`src/hdl/scd_consts.svh`:
```
`ifndef SCD_CONSTS_SVH
`define SCD_CONSTS_SVH
// clock and timing
`define SCD_CLK_PERIOD_NS     4
`define SCD_TABLE_INIT_NS     100000
`define SCD_TIMEOUT_S         5
`define SCD_IDLE_CYCLES       1000
// strap bit positions
`define SCD_STRAP_DEBOUNCE    0
`define SCD_STRAP_CPU_MODE    3
`define SCD_STRAP_ID_LO       4
`define SCD_STRAP_ID_HI       6
`define SCD_STRAP_EEPROM_N    7
`define SCD_STRAP_HOT_SWAP    9
`define SCD_STRAP_POWER_SAVE  11
`define SCD_STRAP_TIMEOUT     12
`define SCD_STRAP_RSV_HI_MASK 16'hE106
`define SCD_STRAP_RSV_LO_MASK 16'h0400
// register byte offsets
`define SCD_OFS_GLOBAL_CTRL   12'h000
`define SCD_OFS_STRAP_STATUS  12'h004
`define SCD_OFS_STRAP_OPTIONS 12'h008
`define SCD_OFS_STATE         12'h00C
`define SCD_OFS_SYS_CFG       12'h010
`define SCD_OFS_ACCESS_POOL   12'h014
`define SCD_OFS_UPLINK_POOL   12'h018
`define SCD_OFS_CPU_POOL      12'h01C
`define SCD_OFS_FRAME_SIZE    12'h020
`define SCD_OFS_FLAGS         12'h024
// field positions
`define SCD_GCR_INIT_DONE     4
// reset values of the default configuration
`define SCD_RST_AGING_S       16'h012C
`define SCD_RST_FC_TRIGGER    16'h0060
`define SCD_RST_ACCESS_POOL   16'h0060
`define SCD_RST_ACCESS_THR    16'h0030
`define SCD_RST_UPLINK_POOL   16'h0180
`define SCD_RST_UPLINK_THR    16'h00C0
`define SCD_RST_CPU_POOL      16'h0060
`define SCD_RST_CPU_THR       16'h0030
`define SCD_RST_CPU_PAD       16'h0008
`define SCD_RST_FRAME_MIN     16'h0040
`define SCD_RST_FRAME_MAX     16'h05F2
`define SCD_RST_FLAGS         32'h0020_BF45
`endif

```
`src/hdl/scd_pkg.sv`:
```
package scd_pkg;
   typedef enum logic [1:0] {
      ST_CAPTURE,
      ST_INIT_TABLES,
      ST_WAIT_HOST,
      ST_SWITCHING
   } scd_state_type;

   typedef struct packed {
      scd_state_type state;
      logic          cap_done;
      logic [15:0]   strap;
      logic [7:0]    tx_strap;
      logic [14:0]   init_cnt;
      logic          tables_ready;
      logic          init_done;
      logic [15:0]   aging;
      logic [15:0]   fc_trigger;
      logic [31:0]   flags;
      logic          managed;
      logic          debounce_en;
      logic [2:0]    device_id;
      logic          eeprom_en;
      logic          hot_swap_en;
      logic [7:0]    module_type;
      logic          power_save_en;
      logic          timeout_en;
      logic          strap_ok;
      logic          switching;
      logic [8:0]    low_power;
      logic [89:0]   idle_cnt;
      logic [30:0]   busy_cnt;
      logic          timeout_req;
      logic [31:0]   prdata;
      logic          pready;
      logic          pslverr;
   } scd_state_regs_type;
endpackage

```
`src/hdl/scd_top.sv`:
```
// Decided for this implementation: the APB register port and the register offsets.
`timescale 1ns/1ps
`include "scd_consts.svh"
// Functional notes
// - sample all sixteen test and eight transmit-enable straps when leaving reset
// - strap bit 3 high means unmanaged serial, low means lightly managed serial
// - strap bit 0 turns serial strobe debounce on or off
// - strap bits 6..4 give the serial bus device identifier
// - strap bit 7 low enables eeprom load, unmanaged mode only
// - strap bit 9 enables hot swap; transmit-enable straps give module type
// - with power saving, idle port macs sleep and wake on activity
// - strap bit 12 enables a five second stuck state machine monitor
// - unmanaged mode switches with defaults once table init ends after reset
// - system defaults: port vlan, no zero learn, drops, no ipmc, trunk/mirror off
// - aging 300 seconds, all vlan priorities map to priority 0
// - flow control after 96 frames, wred 0, flood control off, no pools
// - per-port defaults: forwarding, learning, strict priority, no security
// - frames 64 to 1522 bytes, pad short frames, standard preamble
// - access ports rmii, 100 full with flow control, pool 96, threshold 48
// - uplink mii, 100 full with flow control, pool 384, threshold 192
// - managed mode switches only after host sets init-complete bit 4
// - managed defaults: cpu address zero, group forward, irqs on, reports off
// - managed defaults: heartbeat off, cpu port 100 full, pad 8, pool 96/48
// - module-detect strap high enables phy detection for hot swap
// - strap bit 11 high enables mac power saving
// - transmit-enable strap levels readable from the strap status register
module scd_top #(
   parameter logic [14:0] TABLE_INIT_CYCLES = 15'(`SCD_TABLE_INIT_NS / `SCD_CLK_PERIOD_NS),
   parameter logic [30:0] TIMEOUT_CYCLES    = 31'(`SCD_TIMEOUT_S * 64'd1000000000 / `SCD_CLK_PERIOD_NS),
   parameter logic [9:0]  IDLE_CYCLES       = 10'(`SCD_IDLE_CYCLES)
) (
   // clock, reset, enable
   input  wire logic        pclk,
   input  wire logic        presetn,
   input  wire logic        clk_en,
   // apb slave
   input  wire logic        psel,
   input  wire logic        penable,
   input  wire logic        pwrite,
   input  wire logic [11:0] paddr,
   input  wire logic [31:0] pwdata,
   output logic      [31:0] prdata,
   output logic             pready,
   output logic             pslverr,
   // strap pins
   input  wire logic [15:0] test_out_strap,
   input  wire logic [7:0]  port_tx_enable_strap,
   // activity and state machine monitor inputs
   input  wire logic [8:0]  port_activity,
   input  wire logic        fsm_busy,
   // decoded options and status
   output logic             managed_mode,
   output logic             debounce_enable,
   output logic [2:0]       device_id,
   output logic             eeprom_load_enable,
   output logic             hot_swap_enable,
   output logic [7:0]       port_module_type,
   output logic             power_save_enable,
   output logic             timeout_monitor_enable,
   output logic             switching_enable,
   output logic [8:0]       port_low_power,
   output logic             timeout_reset_req
);

   scd_pkg::scd_state_regs_type s_q;
   scd_pkg::scd_state_regs_type s_d;

   logic        setup_phase;
   logic        access_done;
   logic        cfg_open;
   logic [31:0] rd_word;
   logic        addr_hit;

   ////////////////////////////////////////////////////////////////////////////
   // bus decode
   assign setup_phase = psel & ~penable;
   assign access_done = psel & penable & s_q.pready;
   // defaults are only editable by a managing host before it releases switching
   assign cfg_open    = s_q.managed & ~s_q.init_done & s_q.tables_ready;

   // read mux, one word per register
   always_comb begin
      rd_word  = 32'h0000_0000;
      addr_hit = 1'b1;
      case (paddr)
         `SCD_OFS_GLOBAL_CTRL:   rd_word[`SCD_GCR_INIT_DONE] = s_q.init_done;
         `SCD_OFS_STRAP_STATUS:  rd_word[7:0] = s_q.tx_strap;
         `SCD_OFS_STRAP_OPTIONS: rd_word = {15'h0000, s_q.strap_ok, s_q.strap};
         `SCD_OFS_STATE:         rd_word = {26'h000_0000, s_q.switching, s_q.tables_ready,
                                            s_q.managed, s_q.cap_done, s_q.state};
         `SCD_OFS_SYS_CFG:       rd_word = {s_q.fc_trigger, s_q.aging};
         `SCD_OFS_ACCESS_POOL:   rd_word = {`SCD_RST_ACCESS_THR, `SCD_RST_ACCESS_POOL};
         `SCD_OFS_UPLINK_POOL:   rd_word = {`SCD_RST_UPLINK_THR, `SCD_RST_UPLINK_POOL};
         `SCD_OFS_CPU_POOL:      rd_word = {4'(`SCD_RST_CPU_PAD), 12'h000,
                                            8'(`SCD_RST_CPU_THR), 8'(`SCD_RST_CPU_POOL)};
         `SCD_OFS_FRAME_SIZE:    rd_word = {`SCD_RST_FRAME_MAX, `SCD_RST_FRAME_MIN};
         `SCD_OFS_FLAGS:         rd_word = s_q.flags;
         default:                addr_hit = 1'b0;
      endcase
   end

   ////////////////////////////////////////////////////////////////////////////
   // next state
   always_comb begin
      s_d = s_q;

      // apb answers one cycle after setup, no wait states
      s_d.pready  = setup_phase;
      s_d.pslverr = setup_phase & ~addr_hit;
      if (setup_phase) begin
         s_d.prdata = pwrite ? 32'h0000_0000 : rd_word;
      end

      // register writes land in the access cycle
      if (access_done && pwrite && addr_hit) begin
         case (paddr)
            `SCD_OFS_GLOBAL_CTRL: begin
               // init-complete only means something to a managing host
               if (s_q.managed && s_q.tables_ready && pwdata[`SCD_GCR_INIT_DONE]) begin
                  s_d.init_done = 1'b1;
               end
            end
            `SCD_OFS_SYS_CFG: begin
               if (cfg_open) begin
                  s_d.aging      = pwdata[15:0];
                  s_d.fc_trigger = pwdata[31:16];
               end
            end
            `SCD_OFS_FLAGS: begin
               if (cfg_open) begin
                  s_d.flags = pwdata;
               end
            end
            default: ;
         endcase
      end

      case (s_q.state)
         scd_pkg::ST_CAPTURE: begin
            // first enabled edge after release latches the pins once
            s_d.cap_done      = 1'b1;
            s_d.strap         = test_out_strap;
            s_d.tx_strap      = port_tx_enable_strap;
            s_d.managed       = ~test_out_strap[`SCD_STRAP_CPU_MODE];
            s_d.debounce_en   = test_out_strap[`SCD_STRAP_DEBOUNCE];
            s_d.device_id     = test_out_strap[`SCD_STRAP_ID_HI:`SCD_STRAP_ID_LO];
            s_d.eeprom_en     = test_out_strap[`SCD_STRAP_CPU_MODE] &
                                ~test_out_strap[`SCD_STRAP_EEPROM_N];
            s_d.hot_swap_en   = test_out_strap[`SCD_STRAP_HOT_SWAP];
            s_d.module_type   = test_out_strap[`SCD_STRAP_HOT_SWAP] ?
                                port_tx_enable_strap : 8'h00;
            s_d.power_save_en = test_out_strap[`SCD_STRAP_POWER_SAVE];
            s_d.timeout_en    = test_out_strap[`SCD_STRAP_TIMEOUT];
            // flag a board that leaves reserved straps at the wrong level
            s_d.strap_ok      = ((test_out_strap & `SCD_STRAP_RSV_HI_MASK) == `SCD_STRAP_RSV_HI_MASK) &&
                                ((test_out_strap & `SCD_STRAP_RSV_LO_MASK) == 16'h0000);
            s_d.init_cnt      = 15'h0000;
            s_d.state         = scd_pkg::ST_INIT_TABLES;
         end
         scd_pkg::ST_INIT_TABLES: begin
            // control tables are cleared here; a host must not write meanwhile
            if (s_q.init_cnt >= TABLE_INIT_CYCLES - 15'h0001) begin
               s_d.tables_ready = 1'b1;
               if (s_q.managed) begin
                  s_d.state = scd_pkg::ST_WAIT_HOST;
               end else begin
                  s_d.switching = 1'b1;
                  s_d.state     = scd_pkg::ST_SWITCHING;
               end
            end else begin
               s_d.init_cnt = s_q.init_cnt + 15'h0001;
            end
         end
         scd_pkg::ST_WAIT_HOST: begin
            if (s_q.init_done) begin
               s_d.switching = 1'b1;
               s_d.state     = scd_pkg::ST_SWITCHING;
            end
         end
         scd_pkg::ST_SWITCHING: ;
         default: s_d.state = scd_pkg::ST_CAPTURE;
      endcase

      // per-port idle counters put macs to sleep; activity wakes at once
      for (int p = 0; p < 9; p++) begin
         if (!s_q.power_save_en || port_activity[p]) begin
            s_d.idle_cnt[p*10 +: 10] = 10'h000;
            s_d.low_power[p]         = 1'b0;
         end else if (s_q.idle_cnt[p*10 +: 10] >= IDLE_CYCLES - 10'h001) begin
            s_d.low_power[p] = 1'b1;
         end else begin
            s_d.idle_cnt[p*10 +: 10] = s_q.idle_cnt[p*10 +: 10] + 10'h001;
         end
      end

      // stuck-machine watchdog; the counter saturates so one stall yields one pulse
      s_d.timeout_req = 1'b0;
      if (!s_q.timeout_en || !fsm_busy) begin
         s_d.busy_cnt = 31'h0000_0000;
      end else if (s_q.busy_cnt < TIMEOUT_CYCLES) begin
         s_d.busy_cnt = s_q.busy_cnt + 31'h0000_0001;
         if (s_q.busy_cnt == TIMEOUT_CYCLES - 31'h0000_0001) begin
            s_d.timeout_req = 1'b1;
         end
      end
   end

   ////////////////////////////////////////////////////////////////////////////
   // state register; defaults come up with reset, straps are caught later
   always_ff @(posedge pclk or negedge presetn) begin
      if (!presetn) begin
         s_q            <= '0;
         s_q.state      <= scd_pkg::ST_CAPTURE;
         s_q.aging      <= `SCD_RST_AGING_S;
         s_q.fc_trigger <= `SCD_RST_FC_TRIGGER;
         s_q.flags      <= `SCD_RST_FLAGS;
      end else if (clk_en) begin
         s_q <= s_d;
      end
   end

   ////////////////////////////////////////////////////////////////////////////
   // outputs straight from the state register
   assign prdata                 = s_q.prdata;
   assign pready                 = s_q.pready;
   assign pslverr                = s_q.pslverr;
   assign managed_mode           = s_q.managed;
   assign debounce_enable        = s_q.debounce_en;
   assign device_id              = s_q.device_id;
   assign eeprom_load_enable     = s_q.eeprom_en;
   assign hot_swap_enable        = s_q.hot_swap_en;
   assign port_module_type       = s_q.module_type;
   assign power_save_enable      = s_q.power_save_en;
   assign timeout_monitor_enable = s_q.timeout_en;
   assign switching_enable       = s_q.switching;
   assign port_low_power         = s_q.low_power;
   assign timeout_reset_req      = s_q.timeout_req;
endmodule

```
`config.mk`:
```
export PLATFORM = sky130hd
export DESIGN_NAME = scd_top
export DESIGN_NICKNAME = d
export VERILOG_FILES = /design/src/hdl/scd_pkg.sv /design/src/hdl/scd_top.sv
export VERILOG_INCLUDE_DIRS = /design/src /design/src/hdl
export SDC_FILE = /design/constraint.sdc
export NUM_CORES = 1
export LEC_CHECK = 0
export BUFFER_PORTS_ARGS = -buffer_cell sky130_fd_sc_hd__buf_4
export CAP_MARGIN = 20
export CORE_MARGIN = 4
export CORE_UTILIZATION = 42
export CTS_BUF_LIST = sky130_fd_sc_hd__clkbuf_2
export CTS_CLUSTER_DIAMETER = 50
export DETAILED_ROUTE_END_ITERATION = 7
export GPL_TIMING_DRIVEN = 1
export PLACE_DENSITY = 0.66
export SLEW_MARGIN = 20
export SYNTH_ARGS = -nofsm -noshare
export SYNTH_HDL_FRONTEND = slang
export SYNTH_SLANG_ARGS = --single-unit
```
`constraint.sdc`:
```
create_clock -name pclk -period 2.5 [get_ports pclk]
set_clock_uncertainty 0.1 [all_clocks]
set_input_delay 0.5 -clock pclk [delete_from_list [all_inputs] [get_ports pclk]]
set_output_delay 0.5 -clock pclk [all_outputs]
set_load 0.005 [all_outputs]
```
# [After elaboration in Yosys (flattened, before gate mapping)]
# Index checks and enable logic that the tools add are counted.
[word_totals] ff_bits=292 input_bits=84 ram_bits=0 rom_bits=0 out_inout_bits=62 latchBits=0 mem_count=0 wordCells=224
[classes] eq_ne=26 reduce_logical=64 shifts=0 div=0 mux=57 bitwise_logic=12 addsub=11 n_lt_le_gt_ge=11 mul=0
[ops] operator="$mux 10" n=18
[ops] operator="$pmux 24 s7" n=1
[ops] operator="$add 10x1->10 const B" n=9
[ops] operator="$ge 10x10->1 const B" n=9
[ops] operator="$mux 32" n=2
[ops] operator="$eq 12x5->1 const B" n=4
[ops] operator="$reduce_and 2->1" n=21
[ops] operator="$add 31x1->31 const B" n=1
[ops] operator="$eq 31x31->1 const B" n=1
[ops] operator="$lt 31x31->1 const B" n=1
[ops] operator="$mux 31" n=1
[ops] operator="$pmux 15 s2" n=1
[ops] operator="$ne 2x2->1 const B" n=13
[ops] operator="$mux 1" n=25
[ops] operator="$eq 12x4->1 const B" n=2
[ops] operator="$eq 12x6->1 const B" n=2
[ops] operator="$pmux 3 s8" n=1
[ops] operator="$reduce_bool 2->1" n=12
[ops] operator="$pmux 4 s5" n=1
[ops] operator="$logic_not 16->1" n=1
[ops] operator="$reduce_and 4->1" n=4
[ops] operator="$add 15x1->15 const B" n=1
[ops] operator="$ge 15x15->1 const B" n=1
[ops] operator="$mux 15" n=1
[ops] operator="21 further kinds" n=48

# [Longest topological paths before layout]
[logic_depth] depth_word=5 depth_mapped=9 depth_no_buf=7

# [Least setup slack after synthesis]
# Ideal clock, no wire load.
[synth_path] path_type="in2reg" startpoint="input port paddr[1]" endpoint="register s_q[213] in the netlist's numbering" setup_slack_ns=0.261 path_stages=8 setup_ns=0.128 required_ns=2.272 arrival_ns=2.012 path_buffers=3 cell_sequence="nor4_1 and2_1 buf_2 and3_1 buf_2 nand2_1 buf_2 mux2_1"
[synth_between] elab_chain_cells=5 word_cells_on_any_way=14 classes_between="eq/ne (9); mux (1); reduce/logical (4)"
[synth_rtl] element="start: declaration" line="scd_top.sv:40" rtl="input wire logic [11:0] paddr,"
[synth_rtl] element="$eq 12x6->1, or another cell as far along" line="scd_top.sv:85, scd_top.sv:116"
[synth_rtl] element="$reduce_or 10->1 (no source line)"
[synth_rtl] element="$mux 1" line="scd_top.sv:85" rtl="case (paddr)"
[synth_rtl] element="$logic_and 1x1->1" line="scd_top.sv:115" rtl="if (access_done && pwrite && addr_hit) begin"
[synth_rtl] element="$reduce_and 4->1 (no source line) *"
[synth_rtl] element="end: declaration" line="scd_top.sv:65" rtl="scd_pkg::scd_state_regs_type s_q;"
# Every way passes the cells marked *; elsewhere a longest branch is shown, timed or not.
# A chain may end at the register's enable or synchronous reset.

# [Final worst setup path]
[layout_path] startpoint="register s_q[260] in the netlist's numbering" endpoint="register s_q[291] in the netlist's numbering"
[layout_between] elab_chain_cells=3
[layout_rtl] element="$ge 15x15->1" line="scd_top.sv:162" rtl="if (s_q.init_cnt >= TABLE_INIT_CYCLES - 15'h0001) begin"
[layout_rtl] element="$ne 2x2->1 (no source line)"
[layout_rtl] element="$reduce_and 4->1 (no source line)"
# Every way passes these cells.

==> metrics.txt <==
DRC Markers 0; Row Count 66; Seq/Total Area, Yosys 0.511; total number of vias 11155; fin crit period 2.34 ns; Clock Latency Late Sink 0.84 ns; relative slew slack 0.436; Fin. Hold Viols 0; r2r setup slk 0.16 ns; leakage power 7.98 nW; TritonCTS clock tree built; die area 36300 µm²; Hold Path Depth 3; R2R Path Start s_q[260]$_DFFE_PN0P_; die height 191 µm; Clk pwr share 0.325; Mapped Avg Cell Area 10.2 µm²; Post-Syn Area 14000 µm²; Port Buffer Count 145; Crit Path Category register to register; Primary FF master, synth dfrtp_1; area grow syn2layout 22.2%; Tightest Pin Transition 0.846 ns; Avg WL per Cell 16.5 µm; Synth Instances 1373; Slew Limit Fails 0; placed wire-length estimate 24300 µm; Ys Warns 0; Data required, critical path 3.12 ns; FF+latch count, synth 285; sequential share of power 0.500; initial antenna violation count 1; final WL 35300 µm; number of setup violations in the final report 0; Routed Antenna Nets 0; TritonCTS Buffers 77; combinational power share 0.175; worst path arrival time 2.96 ns; I/O pin total 146; Critical Path Start Type register; First-pass DRT Iterations 5; net count after synthesis 1472; CP Capture Type register; leading cell type in the layout, fill and taps excluded dfrtp_1; routability cong. 0.883; largest net degree at the start of global routing 64; final worst path period share 0.936; Post-synth ARST share 1.00; Int Power 7.51 mW; Initial Utilization 0.428; hold crit path type input port to register; clock sink total 285; hold path endpoint prdata[3]$_DFFE_PN0P_; clock root buffer clkbuf_2; H-Tree Level Count 3; Post-synth EDFFs 0; Vias per Instance 5.23; Clock Path Buffers 3; share of layout cells above drive strength 1 0.274; FF-to-FF path depth 5; min-delay src pwrite; grt total ovfl 0; Cell Pwr Density 634 nW/µm²; maxcap violations 0; die width 191 µm; VDD IR-drop max 0.495 mV; CP Max Fanout 4; Fill cells 2976; worst reg2reg endpoint s_q[291]$_DFFE_PN0P_; Clock Pin Slew Worst Setup and Hold Paths 0.09 ns; fmax 427 MHz; count of different cell masters after synthesis 72; status finished clean; nets 1727; most frequent cells in the layout dfrtp_1 (268), buf_4 (201), nor2_1 (137), nand2_1 (137), clkbuf_2 (120); RSZ-0062 raised after global routing no; number of global-route vias before repair 11370; Final Util 0.523; first-pass GRT wire length 57800 µm; First DRT Iteration DRCs 711; core area 32700 µm²; GRT Overall Usage 0.194; worst hold slack 0.115 ns; switching power total 3.33 mW; sw frac 0.307
-- repair_timing --
action                                 CTS  global route
resized for setup                        0             2
hold buffers                            77             0
setup buffers                            0             0
setup endpoints to repair                0             5
endpoints found under the hold margin  407             0
-- cell type report --
class | count | area (µm²) | share of cell area
antenna | 3 | 7.51 | 0.000439
clock buffer | 120 | 601 | 0.0351
clock inverter | 18 | 155 | 0.00907
inverter | 35 | 131 | 0.00768
multi-input combinational | 943 | 6070 | 0.355
sequential | 285 | 7150 | 0.418
tap | 442 | 553 | 0.0323
timing repair buffer | 286 | 2430 | 0.142
-- per-stage QoR --
| stage | instance area [µm²] | setup TNS (ns) | total power, mW | instances | worst slack, ns |
|---|---|---|---|---|---|
| 6_report | 17100 | 0 | 10.8 | 2132 | 0.159 |
| 5_1_grt | 17100 | 0 | 11.5 | 2131 | 0.0252 |
| 4_1_cts | 17100 | 0 | 11.0 | 2129 | 0.0514 |
| 3_5_place_dp | 15600 | -0.0387 | 7.30 | 1914 | -0.0387 |
| 3_3_place_gp | 15600 | 0 | 7.24 | 1914 | 0.0716 |
| 2_1_floorplan | 14000 | 0 | 6.49 | 1373 | 0.261 |
-- critical path, cell delays in order, from the launching register on --
cell,delay [ns]
dfrtp_1,0.42
or4_1,0.57
a32oi_2,0.34
o21ai_1,0.20
o21ai_1,0.24
mux2_2,0.37
-- worst max path at each step --
stage / startpoint / to / slack [ns]
floorplan: paddr[1] / s_q[213]$_DFFE_PN0P_ / 0.26
global placement: paddr[9] / prdata[0]$_DFFE_PN0P_ / 0.07
detailed placement: paddr[1] / prdata[1]$_DFFE_PN0P_ / -0.04
CTS: s_q[57]$_DFFE_PN0P_ / s_q[55]$_DFFE_PN0P_ / 0.05
global route: s_q[260]$_DFFE_PN0P_ / s_q[261]$_DFFE_PN0P_ / 0.03
finish: s_q[260]$_DFFE_PN0P_ / s_q[291]$_DFFE_PN0P_ / 0.16
-- registers in the layout (all words and copies together), names as in the netlist --
register            flops
port_low_power          9
managed_mode            1
prdata                 32
switching_enable        1
timeout_reset_req       1
pslverr                 1
eeprom_load_enable      1
port_module_type        8
pready                  1
s_q                   230
-- power by group through the flow --
stage | Sequential [mW] | Combinational, mW | Clock, mW
global route | 5.46 | 2.12 | 3.92
finish | 5.42 | 1.90 | 3.52
detailed placement | 5.49 | 1.81 | 0
floorplan | 5.33 | 1.15 | 0
global placement | 5.47 | 1.77 | 0
CTS | 5.40 | 1.92 | 3.69
-- cell usage after synthesis (5+ instances only) --
| library cell | count | area, µm² |
|---|---|---|
| and2_1 | 13 | 81.3 |
| or4_1 | 7 | 52.6 |
| nand4b_1 | 5 | 43.8 |
| buf_2 | 11 | 55.1 |
| o211ai_1 | 7 | 52.6 |
| ha_1 | 15 | 188 |
| o21ai_0 | 91 | 455 |
| inv_1 | 35 | 131 |
| dfstp_2 | 17 | 447 |
| a221oi_1 | 9 | 78.8 |
| a31oi_1 | 10 | 62.6 |
| nor3_1 | 22 | 110 |
| nand4_1 | 33 | 206 |
| a211oi_1 | 6 | 45.0 |
| nand2b_1 | 10 | 62.6 |
| a22oi_1 | 10 | 75.1 |
| mux2_2 | 92 | 1040 |
| nand2_1 | 138 | 518 |
| and3_1 | 26 | 163 |
| or3_1 | 13 | 81.3 |
| dfrtp_1 | 268 | 6710 |
| a22o_1 | 7 | 61.3 |
| mux2i_1 | 9 | 90.1 |
| buf_1 | 5 | 18.8 |
| xor2_1 | 42 | 368 |
| nor2b_1 | 6 | 37.5 |
| xnor2_1 | 32 | 280 |
| o2bb2ai_1 | 6 | 52.6 |
| nand3_1 | 52 | 260 |
| a21oi_1 | 48 | 240 |
| o31ai_1 | 8 | 60.1 |
| nor2_1 | 137 | 514 |
| a21o_1 | 8 | 60.1 |
| and4_1 | 12 | 105 |
| clkbuf_1 | 38 | 143 |
| nor4_1 | 11 | 68.8 |
| buf_4 | 52 | 390 |
-- cell families after synthesis --
family / count (synthesis) / synth area share
multiplexers: 103 / 0.0821
AND/OR/NAND/NOR: 501 / 0.174
adder cells (fa/ha/maj): 15 / 0.0134
buffers and inverters: 145 / 0.0561
AO/OA/AOI/OAI: 250 / 0.117
flip-flops: 285 / 0.511
XOR/XNOR: 74 / 0.0463
-- layer usage --
| metal | global-route usage | up-vias | wire length, µm | share of wire |
|---|---|---|---|---|
| met4 | 0.0718 | 0 | 920 | 0.026 |
| met3 | 0.0390 | 60 | 1840 | 0.052 |
| met5 | 0 | - | 0 | 0 |
| met1 | 0.268 | 5397 | 16200 | 0.46 |
| met2 | 0.304 | 306 | 16300 | 0.46 |
| li1 | - | 5392 | - | - |
No activity file was read; power rests on OpenSTA's default activity.
